===== config.mk =====
export PLATFORM = sky130hd
export DESIGN_NAME = serial_mode_id_code_gate
export DESIGN_NICKNAME = d
export VERILOG_FILES = /design/src/rtl/id_gate_pkg.sv /design/src/rtl/id_word_classify.sv /design/src/rtl/serial_mode_id_code_gate.sv
export VERILOG_INCLUDE_DIRS = /design/src /design/src/rtl
export SDC_FILE = /design/constraint.sdc
export NUM_CORES = 1
export LEC_CHECK = 0
export ABC_CLOCK_PERIOD_IN_PS = 2700
export BUFFER_PORTS_ARGS = -buffer_cell sky130_fd_sc_hd__buf_2
export CAP_MARGIN = 10
export CORE_MARGIN = 2
export CORE_UTILIZATION = 52
export DETAILED_ROUTE_END_ITERATION = 16
export PLACE_DENSITY = 0.8
export SYNTH_ARGS = -nofsm -noshare
export SYNTH_HDL_FRONTEND = slang
export SYNTH_SLANG_ARGS = --single-unit

===== constraint.sdc =====
create_clock -name core_clk -period 2.7 [get_ports core_clk]
set_clock_uncertainty 0.15 [all_clocks]
set_input_delay 0.27 -clock core_clk [delete_from_list [all_inputs] [get_ports core_clk]]
set_output_delay 0.27 -clock core_clk [all_outputs]
set_load 0.01 [all_outputs]

===== src/rtl/id_gate_map.svh =====
// Constants for the serial-mode ID code gate: flash locations, reserved words, fields.
// Assumes the includer is a design file of the gate; definitions only.
`ifndef ID_GATE_MAP_SVH
`define ID_GATE_MAP_SVH

// ----------------------------------------------------------------------------
// Flash locations
// ----------------------------------------------------------------------------
`define RESET_VECTOR_LOW 20'h0_FFFC
`define RESET_VECTOR_HIGH 20'h0_FFFE
`define RESET_VECTOR_BLANK 24'hFF_FFFF
`define OPTION_SELECT_ADDR 20'h0_FFFF
`define ID_ADDR_FIRST 20'h0_FFDF
`define ID_ADDR_THIRD 20'h0_FFEB
`define ID_ADDR_SEVENTH 20'h0_FFFB
`define ID_BYTE_COUNT 3'h7

// ----------------------------------------------------------------------------
// Reserved words, first ID byte in the low byte
// ----------------------------------------------------------------------------
`define FORCED_ERASE_WORD 56'h45_5341_5265_4C41
`define SERIAL_DISABLE_WORD 56'h74_6365_746F_7250

// ----------------------------------------------------------------------------
// Option select byte fields and protect encoding
// ----------------------------------------------------------------------------
`define PROTECT_GATE_POS 2
`define PROTECT_SELECT_POS 3
`define PROTECT_ENABLED_CODE 2'h1

`endif


===== src/rtl/id_gate_pkg.sv =====
// Types shared by the serial-mode ID code gate.
// Assumes nothing beyond a SystemVerilog compiler.
package id_gate_pkg;

   // Stored flash content captured at the gate's evaluation.
   typedef struct packed {
      logic [23:0] reset_vector;
      logic [7:0] option_select_byte;
      logic [55:0] stored_id;
   } flash_image_t;

   // Outcome of the gate.
   typedef struct packed {
      logic cmd_accept;
      logic rom_erase;
      logic serial_refused;
      logic protect_locked;
   } gate_verdict_t;

   typedef enum logic [1:0] {
      WORD_OTHER,
      WORD_ERASE,
      WORD_DISABLE
   } word_kind_t;

endpackage : id_gate_pkg


===== src/rtl/id_word_classify.sv =====
// Classifies a seven-byte ID word as forced-erase, serial-disable or other.
// Assumes a combinational context; first ID byte in bits 7:0.
`include "id_gate_map.svh"

module id_word_classify (
   input wire logic [55:0] word,
   output id_gate_pkg::word_kind_t kind
);

   always_comb
   begin
      if (word == `FORCED_ERASE_WORD)
      begin
         kind = id_gate_pkg::WORD_ERASE;
      end
      else if (word == `SERIAL_DISABLE_WORD)
      begin
         kind = id_gate_pkg::WORD_DISABLE;
      end
      else
      begin
         kind = id_gate_pkg::WORD_OTHER;
      end
   end

endmodule : id_word_classify


===== src/rtl/serial_mode_id_code_gate.sv =====
// Serial-mode ID code gate: collects seven received ID bytes and decides access.
// Assumes flash content is stable on its inputs and inputs are synchronous to core_clk.
`include "id_gate_map.svh"

// Overview of operation
// - A reset vector of all ones skips the ID check and accepts every command after the verdict unless a serial-disable word is stored.
// - Otherwise commands are acknowledged only when all seven received bytes match stored ones.
// - Any mismatching byte while checking blocks acknowledgement of all commands.
// - Seven stored ID bytes form a reserved word only if all seven match it in order.
// - The forced-erase word is A, L, e, R, A, S, E from first to seventh ID byte.
// - The serial-disable word is P, r, o, t, e, c, t from first to seventh ID byte.
// - Received and stored forced-erase words erase the whole user ROM regardless of options.
// - Received forced-erase word with other stored ID and options not 01b erases all user ROM.
// - Received forced-erase word with other stored ID and options 01b does a normal ID check.
// - Stored forced-erase word with any other received ID counts as a mismatch.
// - A stored serial-disable word refuses all serial communication.
// - Serial-disable word plus enabled protection locks out every programmer.
// - Protection is enabled only when gate bit 2 is one and select bit 3 is zero.
module serial_mode_id_code_gate (
   input wire logic core_clk,
   input wire logic srst,
   input wire id_gate_pkg::flash_image_t flash_image,
   input wire logic id_valid,
   input wire logic [7:0] id_data,
   input wire logic cmd_valid,
   output logic cmd_ack,
   output logic cmd_nak,
   output logic decided,
   output id_gate_pkg::gate_verdict_t verdict
);

   typedef enum logic [1:0] {
      ST_COLLECT,
      ST_DECIDE,
      ST_DONE
   } gate_state_t;

   gate_state_t state_q;
   logic [55:0] rx_id_q;
   logic [2:0] rx_count_q;
   id_gate_pkg::word_kind_t rx_kind;
   id_gate_pkg::word_kind_t stored_kind;
   logic blank_vector;
   logic protect_enabled;
   id_gate_pkg::gate_verdict_t verdict_d;

   // ----------------------------------------------------------------------------
   // Reserved word recognition
   // ----------------------------------------------------------------------------
   id_word_classify u_rx_class (
      .word(rx_id_q),
      .kind(rx_kind)
   );

   id_word_classify u_stored_class (
      .word(flash_image.stored_id),
      .kind(stored_kind)
   );

   // Protection is enabled only for gate one and select zero.
   function automatic logic protect_on(input logic [7:0] opt);
      protect_on = {opt[`PROTECT_SELECT_POS], opt[`PROTECT_GATE_POS]} == `PROTECT_ENABLED_CODE;
   endfunction : protect_on

   assign blank_vector = flash_image.reset_vector == `RESET_VECTOR_BLANK;
   assign protect_enabled = protect_on(flash_image.option_select_byte);

   // ----------------------------------------------------------------------------
   // Decision
   // ----------------------------------------------------------------------------
   always_comb
   begin
      verdict_d = '0;
      verdict_d.protect_locked = protect_enabled &&
         stored_kind == id_gate_pkg::WORD_DISABLE;
      if (stored_kind == id_gate_pkg::WORD_DISABLE)
      begin
         verdict_d.serial_refused = 1'b1;
      end
      else if (blank_vector)
      begin
         verdict_d.cmd_accept = 1'b1;
      end
      else if (rx_kind == id_gate_pkg::WORD_ERASE &&
               stored_kind == id_gate_pkg::WORD_ERASE)
      begin
         verdict_d.rom_erase = 1'b1;
      end
      else if (rx_kind == id_gate_pkg::WORD_ERASE && !protect_enabled)
      begin
         verdict_d.rom_erase = 1'b1;
      end
      else
      begin
         // Plain comparison; a stored erase word never matches another word.
         verdict_d.cmd_accept = rx_id_q == flash_image.stored_id;
      end
   end

   // ----------------------------------------------------------------------------
   // ID byte collection
   // ----------------------------------------------------------------------------
   always_ff @(posedge core_clk)
   begin
      if (srst)
      begin
         rx_id_q <= '0;
         rx_count_q <= '0;
      end
      else if (state_q == ST_COLLECT && id_valid)
      begin
         // First byte lands in the low byte, seventh in the top byte.
         rx_id_q <= {id_data, rx_id_q[55:8]};
         rx_count_q <= rx_count_q + 3'h1;
      end
   end

   always_ff @(posedge core_clk)
   begin
      if (srst)
      begin
         state_q <= ST_COLLECT;
      end
      else
      begin
         case (state_q)
            ST_COLLECT:
            begin
               if (id_valid && rx_count_q == `ID_BYTE_COUNT - 3'h1)
               begin
                  state_q <= ST_DECIDE;
               end
            end
            ST_DECIDE:
            begin
               state_q <= ST_DONE;
            end
            ST_DONE:
            begin
               state_q <= ST_DONE;
            end
            default:
            begin
               state_q <= ST_COLLECT;
            end
         endcase
      end
   end

   // ----------------------------------------------------------------------------
   // Outputs
   // ----------------------------------------------------------------------------
   always_ff @(posedge core_clk)
   begin
      if (srst)
      begin
         verdict <= '0;
         decided <= 1'b0;
      end
      else if (state_q == ST_DECIDE)
      begin
         verdict <= verdict_d;
         decided <= 1'b1;
      end
   end

   // Commands before the verdict are not acknowledged.
   always_ff @(posedge core_clk)
   begin
      if (srst)
      begin
         cmd_ack <= 1'b0;
         cmd_nak <= 1'b0;
      end
      else
      begin
         cmd_ack <= cmd_valid && decided && verdict.cmd_accept;
         // A stored serial-disable word silences the link even before the verdict.
         cmd_nak <= cmd_valid && !verdict.serial_refused &&
            stored_kind != id_gate_pkg::WORD_DISABLE &&
            !(decided && verdict.cmd_accept);
      end
   end
endmodule : serial_mode_id_code_gate


* Yosys cells after proc, flatten, opt, wreduce, memory -nomap -nowiden
Index checks and enable logic that the tools add are counted.
W data, S select, Z words.
** Cells by class
- Add/sub/neg operators :: 1
- Equality and inequality tests :: 15
- Muxes and demuxes :: 14
- Reductions and logical operators :: 16
** Operators with widths (count)
- $eq A56 B55 Y1 const B :: 4
- $eq A56 B56 Y1 :: 1
- $eq A24 B24 Y1 const B :: 1
- $mux W2 :: 6
- $logic_and A1 B1 Y1 :: 11
- $eq A2 B1 Y1 const B :: 4
- $mux W1 :: 7
- $eq A2 B2 Y1 const B :: 2
- $pmux W2 S2 :: 1
- $add A3 B1 Y3 const B :: 1
- $eq A3 B3 Y1 const B :: 1
- $logic_not A1 Y1 :: 3
- $logic_not A2 Y1 :: 1
- $ne A2 B1 Y1 const B :: 1
- $ne A2 B2 Y1 const B :: 1
- $reduce_or A2 Y1 :: 1
** Word-level totals
- Register bits :: 68
- Input bits :: 100
- Output and inout port bits :: 7
- Word-level logic and storage cells :: 56

* Depth between registers and ports, before layout
Gate-level depths: netlist of the first run.
- Depth after elaboration :: 9
- Depth in mapped cells :: 8
- Mapped depth without buffers :: 6

* By module
A second synthesis of the first run with hierarchy kept.
** Second synthesis, totals
- Cells, all modules :: 442
- Area, all modules :: 3572.2 µm²
** By module, submodules not included
- serial_mode_id_code_gate :: instances 1, cells an instance 386, area an instance 3106.7 µm², sequential area each 1361.3 µm²
- id_word_classify :: instances 2, cells an instance 28, area an instance 232.7 µm², sequential area each 0.0 µm²

* Worst setup path after synthesis of the first run
No wires, ideal clock.
- Path type :: input port to flip-flop
- From :: input flash_image[47] (netlist bit)
- To :: register verdict[3] (netlist bit)
- Setup time :: 0.116 ns
- Arrival time :: 1.794 ns
- Data required time :: 2.434 ns
- Slack :: 0.640 ns
- Cell stages on the path :: 6
- Buffers on the path :: 0
- Cells stage by stage :: or4b_4 > nor4_4 > nand3_2 > o31ai_2 > nand4_1 > a41o_1
** On the way
- Word-level cells in the longest chain between the ends :: 8
- Elaborated cells on any way between the ends :: 12
- Those cells by class :: 5 x eq/ne; 6 x mux; 1 x reduce/logical
** RTL lines
- from (decl) :: line serial_mode_id_code_gate.sv:22 : input wire id_gate_pkg::flash_image_t flash_image,
- $eq A56 B55 Y1 (no line)
- $mux W2 :: line id_word_classify.sv:16 : else if (word == `SERIAL_DISABLE_WORD)
- $mux W2 :: line id_word_classify.sv:12 : if (word == `FORCED_ERASE_WORD)
- $eq A2 B1 Y1 :: line serial_mode_id_code_gate.sv:85 : stored_kind == id_gate_pkg::WORD_ERASE)
- $logic_and A1 B1 Y1 :: line serial_mode_id_code_gate.sv:84 : else if (rx_kind == id_gate_pkg::WORD_ERASE &&
- $mux W1 :: line serial_mode_id_code_gate.sv:84
- $mux W1 :: line serial_mode_id_code_gate.sv:80 : else if (blank_vector)
- $mux W2 (*) :: line serial_mode_id_code_gate.sv:76 : if (stored_kind == id_gate_pkg::WORD_DISABLE)
- to (signal assigned) :: line serial_mode_id_code_gate.sv:162 : verdict <= verdict_d;
- to (decl) :: line serial_mode_id_code_gate.sv:29 : output id_gate_pkg::gate_verdict_t verdict
Mark *: on every way between the ends. The rest lies on a longest branch, timed or not.
A chain may end at the register's enable or synchronous reset.

* Worst setup path after layout of the first run
- From :: register rx_id_q[28]
- To :: register verdict[2] (netlist bit)
** On the way
- Word-level cells in the longest chain between the ends :: 9
- Elaborated cells on any way between the ends :: 11
- Those cells by class :: 3 x eq/ne; 6 x mux; 2 x reduce/logical
** RTL lines
- from (decl) :: line serial_mode_id_code_gate.sv:39 : logic [55:0] rx_id_q;
- from (signal assigned) :: line serial_mode_id_code_gate.sv:113 : rx_id_q <= {id_data, rx_id_q[55:8]};
- $eq A56 B55 Y1 (no line)
- $mux W2 :: line id_word_classify.sv:16
- $mux W2 (*) :: line id_word_classify.sv:12
- $eq A2 B1 Y1 (*) :: line serial_mode_id_code_gate.sv:84, serial_mode_id_code_gate.sv:89
- $logic_and A1 B1 Y1 :: line serial_mode_id_code_gate.sv:89 : else if (rx_kind == id_gate_pkg::WORD_ERASE && !protect_enabled)
- $mux W1 :: line serial_mode_id_code_gate.sv:89
- $mux W1 (*) :: line serial_mode_id_code_gate.sv:84
- $mux W1 (*) :: line serial_mode_id_code_gate.sv:80
- $mux W2 (*) :: line serial_mode_id_code_gate.sv:76
Marks and branches as above.

==> metrics.md, run 1 <==
| Metric | Value |
|---|---|
| Status | finished, final reports clean |
| Crit path max fanout | 5 |
| Drc violations | 0 |
| Crit end category | flop |
| Setup TNS | 0 ps |
| H-Tree Level Count | 3 |
| Total CTS buffers | 9 |
| Diode count | 0 |
| Worst setup path end | verdict[2] |
| Seq pwr share | 0.489 |
| Primary FF master, synth | dfxtp_1 |
| Post-synthesis adder-cell area fraction | 0.0170 |
| Placed inst area | between 4000 and 5000 um2 |
| All-Layer GR Usage | 0.302 |
| Post-synth top area share | 0.370 |
| Final-layout fill cell count | around 630 |
| Comb power frac | 0.156 |
| Post-CTS resize count | 0 |
| Synth Area in Compound Gates | 0.0928 |
| Ys async rst share | 0 |
| CP required | 2820 ps |
| Chip Height | ~90 um |
| Nets | 658 |
| Crit-path max cell delay | between 400 and 500 ps |
| TritonCTS Sinks | just under 70 |
| Via/cell ratio | between 5 and 6 |
| Max VDD drop | 0.000331 V |
| Netlist cell types | 37 |
| Synthesized area | approximately 3700 um2 |
| Worst Setup Start Kind | flop |
| RSZ-0062 raised after global routing | false |
| CTS Buffer Depth | 2 |
| CTS Root Cell | clkbuf_8 |
| GRT busiest layer | met2 |
| Post-CTS setup repair buffer count | 0 |
| DRT Wirelength | around 11,000 um |
| Count of input and output buffers | 100 |
| NetSw | between 600 and 700 uW |
| Detailed Route Iter0 Violations | 388 |
| DR WL/cell | around 18 um |
| Final ANT Viol Nets | 0 |
| Final cycle utilization of the critical path | 0.809 |
| CP most frequent cell | nand4_1 |
| Final-report setup violation count | 0 |
| Main area contributors after synthesis | dfxtp_1 (37%), nand2_1 (13%), xor2_1 (9.8%) |
| Slowest cell on crit path | nor4bb_1 |
| Max Fclk | around 460 MHz |
| Core area | 6830 um2 |
| PwrDens | roughly 480 nW/um2 |
| Die area | 7770 um2 |
| Worst Tran Pin Value | 569 ps |
| Total gr overflow | 0 |
| Main combinational cell family by area after synthesis | simple AND/OR/NAND/NOR gates |
| CTS tree | yes |
| Clk Latency, worst-skew pair | approximately 340 ps |
| Multi-input logic area | roughly 2200 um2 |
| Sequential area share after synthesis | 0.370 |
| Met3 Usage GRT | 0.0773 |
| Data arrival time at the worst-slack endpoint | between 2000 and 2500 ps |
| Final Critical Period | about 2200 ps |
| EDFF count, synth | 0 |
| Die width | 88.1 um |
| Synthesis-to-layout area growth | 21.1% |
| Critical Path, Cell by Cell | nor4bb_1 -> and4_1 -> nand4_1 -> nor4b_1 -> nand4_1 -> a21oi_1 |
| Syn avg cell area | around 8.0 um2 |
| Initial Util | 0.539 |
| Worst reg2reg path endpoint | verdict[2] |
| Vias in the first global route | 3,610 |
| Synth Area in Simple Gates | 0.355 |
| Leak | around 1.7 nW |
| Gp weighted congestion | 0.972 |
| Critical Path Start | rx_id_q[28] |
| HPWL Detailed | between 8000 and 9000 um |
| Worst R2R Start | rx_id_q[28] |
| Max cap viols | 0 |
| Synth Warn # | 0 |
| Worst-path clk slew | 70 ps |
| R2R setup slack | roughly 520 ps |
| Hold-fix buffers, CTS | 0 |
| Worst hold path type | in -> reg |
| Multiplexer area fraction after synthesis | 0.00272 |
| Iteration count of the initial detailed-routing pass | 5 |
| Final Cell Area | 4460 um2 |
| Slew margin rel. | 0.621 |
| Post-Synth XOR/XNOR Area | 0.138 |
| Global-route wire length before repair | between 15,000 and 20,000 um |
| Cell taking the most area after synthesis | dfxtp_1 |
| Cell Rows | 30 |
| R2R cell count | 6 |
| Internal | about 1.6 mW |
| CP Class | reg -> reg |
| Post-Syn Nets | 563 |
| Net Sw Frac | 0.280 |
| Met1 Use GR | 0.382 |
| Antenna violations before repair | 0 |
| Via count | a little under 4,000 |
| Share of cells above drive strength 1 | 0.234 |
| Clock network fraction of total power | 0.355 |
| Register area | ~1400 um2 |
| FF+latch count, synth | between 60 and 70 |
| Final slew viol count | 0 |
| GR met2 Demand/Resource | 0.496 |
| Synth Instances | around 460 |
| Final Hold Viols | 0 |
| Pin count of the biggest net entering global routing | 57 |
| Io pins | ~110 |
[worst max-delay path: cells and delay by family (launching register included)]
| kind | cells | cell delay (ps) |
|---|---|---|
| and+or+nand+nor | 5 | 1350 |
| AOI/OAI and AO/OA | 1 | 150 |
| DFF | 1 | 460 |
[state kept, by name (all words and copies together), names as in the netlist]
name,cells
cmd_nak,1
rx_id_q,56
decided,1
verdict,4
state_q,2
rx_count_q,3
cmd_ack,1
[final cells by class]
type	count	share of cell area
Sequential cell	68	0.305
Timing Repair Buffer	104	0.125
Tap cell	96	0.0270
Clock inverter	2	0.00225
Multi-Input combinational cell	366	0.500
Inverter	4	0.00337
Clock buffer	12	0.0371
[layout by cell type (no fill, tap or decap), types with 3 or more instances in the layout]
master,netlist,final
a21oi_1,59,59
buf_2,0,100
clkbuf_8,0,12
dfxtp_1,68,68
ha_1,5,5
inv_1,4,4
nand2_1,127,127
nand3_1,4,4
nand4_1,23,23
nand4b_1,6,6
nor2_1,13,13
nor3_1,4,4
nor4_1,17,17
nor4_4,3,3
nor4b_1,15,15
nor4bb_1,7,7
xnor2_1,17,17
xor2_1,41,41
[how the worst min path moves through the flow]
stage                          start     endpoint  slack (ps)  cells past startpoint
after CTS                 id_data[2]  rx_id_q[50]           5                      3
after floorplan           id_data[2]  rx_id_q[50]         260                      2
after detailed placement  verdict[1]      cmd_nak         290                      1
after global routing      id_data[2]  rx_id_q[50]          20                      3
after global placement    verdict[1]      cmd_nak         290                      1
final                     id_data[1]  rx_id_q[49]          10                      3
[power by group through the flow]
stage	logic, mW	registers, mW	clock network [mW]
2_1_floorplan	0.180	1.07	0
3_3_place_gp	0.323	1.08	0
3_5_place_dp	0.331	1.08	0
4_1_cts	0.333	1.06	0.772
5_1_grt	0.366	1.06	0.816
6_report	0.337	1.06	0.768
[metrics by stage]
stage	cells	hold slack, ps	setup WS (ps)	utilization	power (mW)
2_1_floorplan	458	256	640	-	1.25
3_3_place_gp	638	286	355	0.627	1.40
3_5_place_dp	638	291	283	0.627	1.41
4_1_cts	652	5.45	601	0.652	2.16
5_1_grt	652	17.2	481	0.652	2.24
6_report	652	14.4	516	0.652	2.16
[cell families (layout without fill, tap and decap cells)]
kind of cell    Yosys count  count (layout)
flops                    68              68
xor+xnor                 58              58
buf+inv                  24             122
mux                       1               1
simple gates            238             238
compound gates           64              64
fa+ha+maj                 5               5
[cell usage after synthesis, types with 3 or more instances]
cell,number
xor2_1,41
xnor2_1,17
nand2_1,127
clkbuf_1,18
nor3_1,4
nand4_1,23
dfxtp_1,68
nand4b_1,6
nor4_4,3
nor4b_1,15
nand3_1,4
inv_1,4
nor4bb_1,7
nor2_1,13
nor4_1,17
a21oi_1,59
ha_1,5
[metal layers]
layer	vias to the layer above	share of wire
met4	0	0.027
met5	-	0
met2	232	0.47
li1	1804	-
met3	29	0.11
met1	1792	0.40
Power figures use the tool's default switching activity.
==> run 2, diff against run 1 <==
--- a/config.mk
+++ b/config.mk
@@ -6,11 +6,12 @@
 export SDC_FILE = /design/constraint.sdc
 export NUM_CORES = 1
 export LEC_CHECK = 0
-export ABC_CLOCK_PERIOD_IN_PS = 2700
+export ABC_AREA = 1
+export ABC_CLOCK_PERIOD_IN_PS = 2100
 export BUFFER_PORTS_ARGS = -buffer_cell sky130_fd_sc_hd__buf_2
 export CAP_MARGIN = 10
 export CORE_MARGIN = 2
-export CORE_UTILIZATION = 52
+export CORE_UTILIZATION = 53
 export DETAILED_ROUTE_END_ITERATION = 16
 export PLACE_DENSITY = 0.8
 export SYNTH_ARGS = -nofsm -noshare
==> constraint.sdc (replaced) <==
create_clock -name core_clk -period 2.1 [get_ports core_clk]
set_clock_uncertainty 0.15 [all_clocks]
set_input_delay 0.21 -clock core_clk [delete_from_list [all_inputs] [get_ports core_clk]]
set_output_delay 0.21 -clock core_clk [all_outputs]
set_load 0.01 [all_outputs]
==> run 2 against run 1 <==
Compared with the run above:
- design area rose by 9.0%
- power rose by 120%
- count of clock-buffer cells in the layout is 2 lower
- register-to-register slack got worse by 140 ps
- critical path type unchanged
- critical endpoint is now rx_id_q[16]
==> metrics.md, run 2 <==
| Metric | Value |
|---|---|
| Crit path max fanout | 21 (was 5) |
| Multi-input logic area | 2190 um2 (was 2230 um2) |
| Crit end category | flop (unchanged) |
| Sequential area share after synthesis | 0.343 (was 0.370) |
| Die width | 90.6 um (was 88.1 um) |
| Cell taking the most area after synthesis | dfxtp_1 (unchanged) |
| Synth Instances | 668 (was 458) |
| Total CTS buffers | 9 (unchanged) |
| GRT busiest layer | met2 (unchanged) |
| CTS tree | yes (unchanged) |
| Cell Rows | 31 (was 30) |
| DRT Wirelength | 10,800 um (was 11,500 um) |
| Met1 Use GR | 0.317 (was 0.382) |
| Final Cell Area | 4860 um2 (was 4460 um2) |
| CP Class | reg -> reg (unchanged) |
| Register area | 1360 um2 (unchanged) |
| Total gr overflow | 0 (unchanged) |
| Most frequent cell after synthesis | nand2_1 (unchanged) |
| Via count | 4,417 (was 3,857) |
| All-Layer GR Usage | 0.269 (was 0.302) |
| Vias in the first global route | 4,132 (was 3,610) |
| Placed inst area | 4560 um2 (was 4280 um2) |
| Data arrival time at the worst-slack endpoint | 1820 ps (was 2300 ps) |
| Netlist cell types | 21 (was 37) |
| GR met2 Demand/Resource | 0.474 (was 0.496) |
| Final-layout fill cell count | 679 (was 626) |
| Final ANT Viol Nets | 0 (unchanged) |
| TritonCTS Sinks | 68 (unchanged) |
| RSZ-0062 raised after global routing | false (unchanged) |
| Commonest non-fill, non-tap cells in the layout | nand2_1 (180), nor2_1 (132), buf_2 (100) (was nand2_1 (127), buf_2 (100), dfxtp_1 (68)) |
| Setup TNS | 0 ps (unchanged) |
| HPWL Detailed | 8100 um (was 8660 um) |
| Initial Util | 0.548 (was 0.539) |
| Primary FF master, synth | dfxtp_1 (unchanged) |
| Worst-path clk slew | 80 ps (was 70 ps) |
| Detailed Route Iter0 Violations | 296 (was 388) |
| Synthesized area | 3970 um2 (was 3680 um2) |
| CTS Buffer Depth | 2 (unchanged) |
| Gp weighted congestion | 0.909 (was 0.972) |
| Max Fclk | 581 MHz (was 458 MHz) |
| Final slew viol count | 0 (unchanged) |
| Commonest non-fill, non-tap cell in the layout | nand2_1 (unchanged) |
| Synth Warn # | 0 (unchanged) |
| Global-route wire length before repair | 18,000 um (was 17,700 um) |
| Synthesis-to-layout area growth | 22.3% (was 21.1%) |
| CTS Root Cell | clkbuf_8 (unchanged) |
| PwrDens | 995 nW/um2 (was 485 nW/um2) |
| Drc violations | 0 (unchanged) |
| Synth top cells by count | nand2_1 (181), nor2_1 (132), inv_1 (81) (was nand2_1 (127), dfxtp_1 (68), a21oi_1 (59)) |
| Chip Height | 90.6 um (was 88.1 um) |
| Placed cell count | 854 (was 638) |
| Final-report setup violation count | 0 (unchanged) |
| Pin count of the biggest net entering global routing | 63 (was 57) |
| Max VDD drop | 0.000580 V (was 0.000331 V) |
| Tot Pwr | 4.83 mW (was 2.16 mW) |
| EDFF count, synth | 0 (unchanged) |
| Clk Latency, worst-skew pair | 350 ps (was 340 ps) |
| Slew margin rel. | 0.647 (was 0.621) |
| Via/cell ratio | 5.04 (was 5.92) |
| DR WL/cell | 12.4 um (was 17.6 um) |
| Iteration count of the initial detailed-routing pass | 5 (unchanged) |
| Post-synth top area share | 0.343 (was 0.370) |
| Max FFs per register | 56 (unchanged) |
| Share of cells above drive strength 1 | 0.179 (was 0.234) |
| Post-Syn Nets | 773 (was 563) |
| Nets | 878 (was 658) |
| Main area contributors after synthesis | dfxtp_1 (34%), nand2_1 (17%), nor2_1 (12%) (was dfxtp_1 (37%), nand2_1 (13%), xor2_1 (9.8%)) |
| Final Hold Viols | 0 (unchanged) |
| Final Critical Period | 1720 ps (was 2180 ps) |
| Diode count | 0 (unchanged) |
| Antenna violations before repair | 0 (unchanged) |
| Final cycle utilization of the critical path | 0.820 (was 0.809) |
| Count of input and output buffers | 100 (unchanged) |
| Most flop-heavy register | rx_id_q (unchanged) |
| CP required | 2200 ps (was 2820 ps) |
| Worst Tran Pin Value | 529 ps (was 569 ps) |
| H-Tree Level Count | 3 (unchanged) |
| Worst Setup Start Kind | flop (unchanged) |
| Finished Layout Cells | 877 (was 652) |
| Syn avg cell area | 5.95 um2 (was 8.03 um2) |
| Worst hold path type | in -> reg (unchanged) |
| Max cap viols | 0 (unchanged) |
| Core area | 7250 um2 (was 6830 um2) |
| FF+latch count, synth | 68 (unchanged) |
| Ys async rst share | 0 (unchanged) |
| Die area | 8200 um2 (was 7770 um2) |
| Largest registers | rx_id_q x56, verdict x4, rx_count_q x3 (unchanged) |
| Status | finished, final reports clean (unchanged) |
| Leak | 2.38 nW (was 1.73 nW) |
| Met3 Usage GRT | 0.0559 (was 0.0773) |
| Io pins | 107 (unchanged) |
run 2: cell types whose count changed after synthesis, moves of 8 or more:
| cell | change |
|---|---|
| xnor2_1 | -11 |
| nand2_1 | +54 |
| inv_1 | +77 |
| nor4_1 | -17 |
| nand4_1 | -8 |
| o21ai_0 | +61 |
| inv_2 | +14 |
| xor2_1 | -29 |
| nor4b_1 | -15 |
| nor2_1 | +119 |
run 2: metal layers:
metal  vias up  wire length, um
met5         -                0
met4         0              260
met3        25              664
met2       128             5400
met1      1984             4510
li1       2280                -
run 2: logic make-up after synthesis:
family	synth area share
fa+ha+maj	0.0158
buf+inv	0.107
compound gates	0.150
simple gates	0.345
flops	0.343
xor+xnor	0.0397
run 2: worst max-delay path: stages, from the launching register on:
cell      delay (ps)
dfxtp_1          340
inv_1             70
ha_1             220
nand2_2           80
clkinv_1         200
buf_4            280
o21ai_0          210
a21oi_1           60
run 2: final timing paths:
path / from / endpoint / slack (ps) / depth (start not counted)
worst max-delay path: state_q[0] / rx_id_q[16] / 380 / 7
worst min-delay path: id_data[0] / rx_id_q[48] / 7 / 3
worst max register to register: state_q[0] / rx_id_q[16] / 380 / 7
worst min register to register: rx_count_q[2] / rx_count_q[2] / 320 / 1
run 2: timing repair:
item	CTS	global route
hold endpoints to repair	9	0
resized for setup	0	0
hold buffers	7	0
buffers inserted	0	0
run 2: per-stage QoR:
| stage | setup WS, ps | util | hold WS (ps) |
|---|---|---|---|
| CTS | 367 | 0.670 | 2.80 |
| floorplan | 509 | - | 122 |
| finish | 378 | 0.670 | 7.32 |
| global placement | 445 | 0.629 | 291 |
| global route | 232 | 0.670 | 24.1 |
| detailed placement | 403 | 0.629 | 298 |
run 2: final cells by class:
class / instances / area share
clock buffers: 10 / 0.0283
clock inverters: 6 / 0.0180
inverters: 96 / 0.0742
multi-input cells: 487 / 0.450
flip-flops and latches: 68 / 0.280
well taps: 99 / 0.0255
repair buffers: 111 / 0.124
run 2: power by group:
part | internal (mW) | switching (mW)
Combinational | 0.595 | 0.959
Clock | 0.698 | 0.538
Sequential | 1.67 | 0.368
==> run 3, diff against run 2 <==
--- a/config.mk
+++ b/config.mk
@@ -6,14 +6,14 @@
 export SDC_FILE = /design/constraint.sdc
 export NUM_CORES = 1
 export LEC_CHECK = 0
-export ABC_AREA = 1
-export ABC_CLOCK_PERIOD_IN_PS = 2100
+export ABC_AREA = 0
+export ABC_CLOCK_PERIOD_IN_PS = 1550
 export BUFFER_PORTS_ARGS = -buffer_cell sky130_fd_sc_hd__buf_2
 export CAP_MARGIN = 10
 export CORE_MARGIN = 2
-export CORE_UTILIZATION = 53
+export CORE_UTILIZATION = 47
 export DETAILED_ROUTE_END_ITERATION = 16
-export PLACE_DENSITY = 0.8
+export PLACE_DENSITY = 0.76
 export SYNTH_ARGS = -nofsm -noshare
 export SYNTH_HDL_FRONTEND = slang
 export SYNTH_SLANG_ARGS = --single-unit
==> constraint.sdc (replaced) <==
create_clock -name core_clk -period 1.55 [get_ports core_clk]
set_clock_uncertainty 0.15 [all_clocks]
set_input_delay 0.155 -clock core_clk [delete_from_list [all_inputs] [get_ports core_clk]]
set_output_delay 0.155 -clock core_clk [all_outputs]
set_load 0.01 [all_outputs]
==> run 3 against run 2 <==
Compared with the run above:
- the flow now finishes with violations (negative setup slack)
- setup slack got worse by 790 ps
- global-route usage increased by 5.7 points
- design area up 15%
- fmax decreased by 12%
- critical path depth unchanged
- register-to-register slack worse by 790 ps
- first-iteration DRC count increased by 10%
- combinational power shrank 43%
- utilization increased by 6.1 points
- flip-flop and latch count unchanged
- sequential share of layout area decreased by 3.4 points
- power shrank 15%
==> metrics.md, run 3 (synthesis gave the netlist of run 1 again) <==
| Metric | Value |
|---|---|
| Crit end category | flop (unchanged) |
| Crit-path max cell delay | 350 ps (was 340 ps) |
| Register area | 1370 um2 (was 1360 um2) |
| Final-layout fill cell count | 607 (was 679) |
| Crit path max fanout | 2 (was 21) |
| Worst hold path type | in -> reg (unchanged) |
| Final-report setup violation count | 5 (was 0) |
| Core area | 7650 um2 (was 7250 um2) |
| Synthesis-to-layout area growth | 51.8% (was 22.3%) |
| Final cycle utilization of the critical path | 1.26 (was 0.820) |
| Final slew viol count | 0 (unchanged) |
| R2R cell count | 7 (unchanged) |
| Iteration count of the initial detailed-routing pass | 5 (unchanged) |
| Hold_sp | flash_image[58] (was id_data[0]) |
| Final Cell Area | 5580 um2 (was 4860 um2) |
| Die width | 92.5 um (was 90.6 um) |
| Worst Setup Start Kind | flop (unchanged) |
| Final ANT Viol Nets | 0 (unchanged) |
| Worst Tran Pin Value | 411 ps (was 529 ps) |
| Vias in the first global route | 4,102 (was 4,132) |
| Clock network fraction of total power | 0.335 (was 0.256) |
| Most flop-heavy register | rx_id_q (unchanged) |
| Cell Rows | 32 (was 31) |
| Chip Height | 92.5 um (was 90.6 um) |
| All-Layer GR Usage | 0.326 (was 0.269) |
| HPWL Detailed | 10,500 um (was 8100 um) |
| Antenna violations before repair | 0 (unchanged) |
| TritonCTS Sinks | 68 (unchanged) |
| Status | complete, but fails checks (was finished, final reports clean) |
| Drc violations | 0 (unchanged) |
| Critical Path, Cell by Cell | nor4bb_2 -> buf_4 -> and4_1 -> nand4_1 -> nor4b_2 -> nand4_1 -> a21oi_2 (was inv_1 -> ha_1 -> nand2_2 -> clkinv_1 -> buf_4 -> o21ai_0 -> a21oi_1) |
| Die area | 8550 um2 (was 8200 um2) |
| CTS tree | yes (unchanged) |
| Comb power frac | 0.217 (was 0.322) |
| R2R setup slack | -410 ps (was 380 ps) |
| Seq pwr share | 0.448 (was 0.423) |
| Commonest non-fill, non-tap cell in the layout | nand2_1 (unchanged) |
| Count of input and output buffers | 100 (unchanged) |
| Worst reg2reg path endpoint | verdict[2] (was rx_id_q[16]) |
| RSZ-0062 raised after global routing | true (was false) |
| Nets | 775 (was 878) |
| Clk Latency, worst-skew pair | 350 ps (about the same) |
| Leak | 2.39 nW (was 2.38 nW) |
| Initial Util | 0.481 (was 0.548) |
| CTS Buffer Depth | 2 (unchanged) |
| CP bufs+invs | 1 (was 3) |
| Max Fclk | 510 MHz (was 581 MHz) |
| Internal | 2.89 mW (was 2.97 mW) |
| Total gr overflow | 0 (unchanged) |
| Via count | 4,329 (was 4,417) |
| Multi-input logic area | 2340 um2 (was 2190 um2) |
| Global-route wire length before repair | 21,200 um (was 18,000 um) |
| Via/cell ratio | 5.57 (was 5.04) |
| Final Hold Viols | 0 (unchanged) |
| CP Class | reg -> reg (unchanged) |
| Commonest non-fill, non-tap cells in the layout | nand2_1 (126), buf_4 (102), buf_2 (97) (was nand2_1 (180), nor2_1 (132), buf_2 (100)) |
| CP delay by family, top | simple AND/OR/NAND/NOR gates (was buffers and inverters) |
| Placed inst area | 5060 um2 (was 4560 um2) |
| DRT Wirelength | 14,500 um (was 10,800 um) |
| Gp weighted congestion | 0.986 (was 0.909) |
| Worst R2R Start | rx_id_q[27] (was state_q[0]) |
| Pin count of the biggest net entering global routing | 57 (was 63) |
| CP required | 1690 ps (was 2200 ps) |
| Final WS setup | -410 ps (was 378 ps) |
| Failing checks | negative setup slack |
| H-Tree Level Count | 3 (unchanged) |
| Slew margin rel. | 0.722 (was 0.647) |
| Io pins | 107 (unchanged) |
| CP most frequent cell | nand4_1 |
| Critical Path Start | rx_id_q[27] (was state_q[0]) |
| Data arrival time at the worst-slack endpoint | 2100 ps (was 1820 ps) |
| Worst setup path end | verdict[2] (was rx_id_q[16]) |
| Detailed Route Iter0 Violations | 327 (was 296) |
| Max cap viols | 0 (unchanged) |
| Dpl ws | -659 ps (was 403 ps) |
| Share of cells above drive strength 1 | 0.388 (was 0.179) |
| Max VDD drop | 0.000701 V (was 0.000580 V) |
| PwrDens | 733 nW/um2 (was 995 nW/um2) |
| Net Sw Frac | 0.294 (was 0.386) |
| Worst-path clk slew | 80 ps (about the same) |
| Levels on crit path | 7 (unchanged) |
| Final Critical Period | 1960 ps (was 1720 ps) |
| Diode count | 0 (unchanged) |
| Slowest cell on crit path | dfxtp_1 (unchanged) |
| DR WL/cell | 18.7 um (was 12.4 um) |
| NetSw | 1.20 mW (was 1.87 mW) |
| Largest registers | rx_id_q x56, verdict x4, rx_count_q x3 (unchanged) |
| CTS Root Cell | clkbuf_8 (unchanged) |
| Total CTS buffers | 9 (unchanged) |
| Max FFs per register | 56 (unchanged) |
[run 3: cell count changes in the layout (fill, tap and decap cells not counted), moves of 28 or more]
cell,delta
buf_4,+98
inv_1,-77
nand2_1,-54
nor2_1,-119
o21ai_0,-61
xor2_1,+28
[run 3: tightest hold or removal path, stage by stage]
cell and delay, ps:
buf_2 100, nor2b_1 150, nand3_2 80, a21oi_2 40
[run 3: area by class of cell]
type	count	share of cell area
Clock inverter	3	0.00381
Timing Repair Buffer	221	0.277
Clock buffer	13	0.0285
Inverter	4	0.00269
Tap cell	102	0.0229
Sequential cell	68	0.246
Multi-Input combinational cell	366	0.419
[run 3: stage by stage]
step           utilization  setup TNS (ps)  hold WS [ps]  cells  total power, mW
6_report             0.730           -1400          64.5    777             4.09
3_3_place_gp         0.661           -2630           241    746             2.59
3_5_place_dp         0.661           -2860           245    746             2.60
4_1_cts              0.711           -1130          56.0    773             3.98
5_1_grt              0.730           -2050          72.5    777             4.23
2_1_floorplan            -           -1390           141    458             2.19
[run 3: layer usage]
layer,vias up,GRT usage,wire length (um)
li1,2036,-,-
met2,236,0.563,7090
met3,35,0.0692,1310
met5,-,0,0
met1,2022,0.399,5710
met4,0,0.117,431
[run 3: how the worst min path moves through the flow]
stage	to	depth (start not counted)	slack, ps
final	verdict[0]	4	60
after global routing	verdict[0]	4	70
after CTS	verdict[0]	4	60
after detailed placement	verdict[2]	2	240
after global placement	verdict[2]	2	240
after floorplan	rx_id_q[50]	2	140
[run 3: power groups by stage]
stage / combinational (mW) / sequential (mW) / clock (mW)
after floorplan: 0.328 / 1.86 / 0
after global placement: 0.720 / 1.87 / 0
after detailed placement: 0.730 / 1.87 / 0
after CTS: 0.766 / 1.83 / 1.38
after global routing: 0.945 / 1.84 / 1.45
final: 0.889 / 1.83 / 1.37
[run 3: repair_timing]
item | in CTS | in global routing
pin swaps | 12 | 2
resized for setup | 20 | 15
cloned | 0 | 3
buffers inserted | 1 | 1
hold buffers | 11 | 0
hold endpoints to repair | 12 | 0
endpoints found under the setup margin | 5 | 57
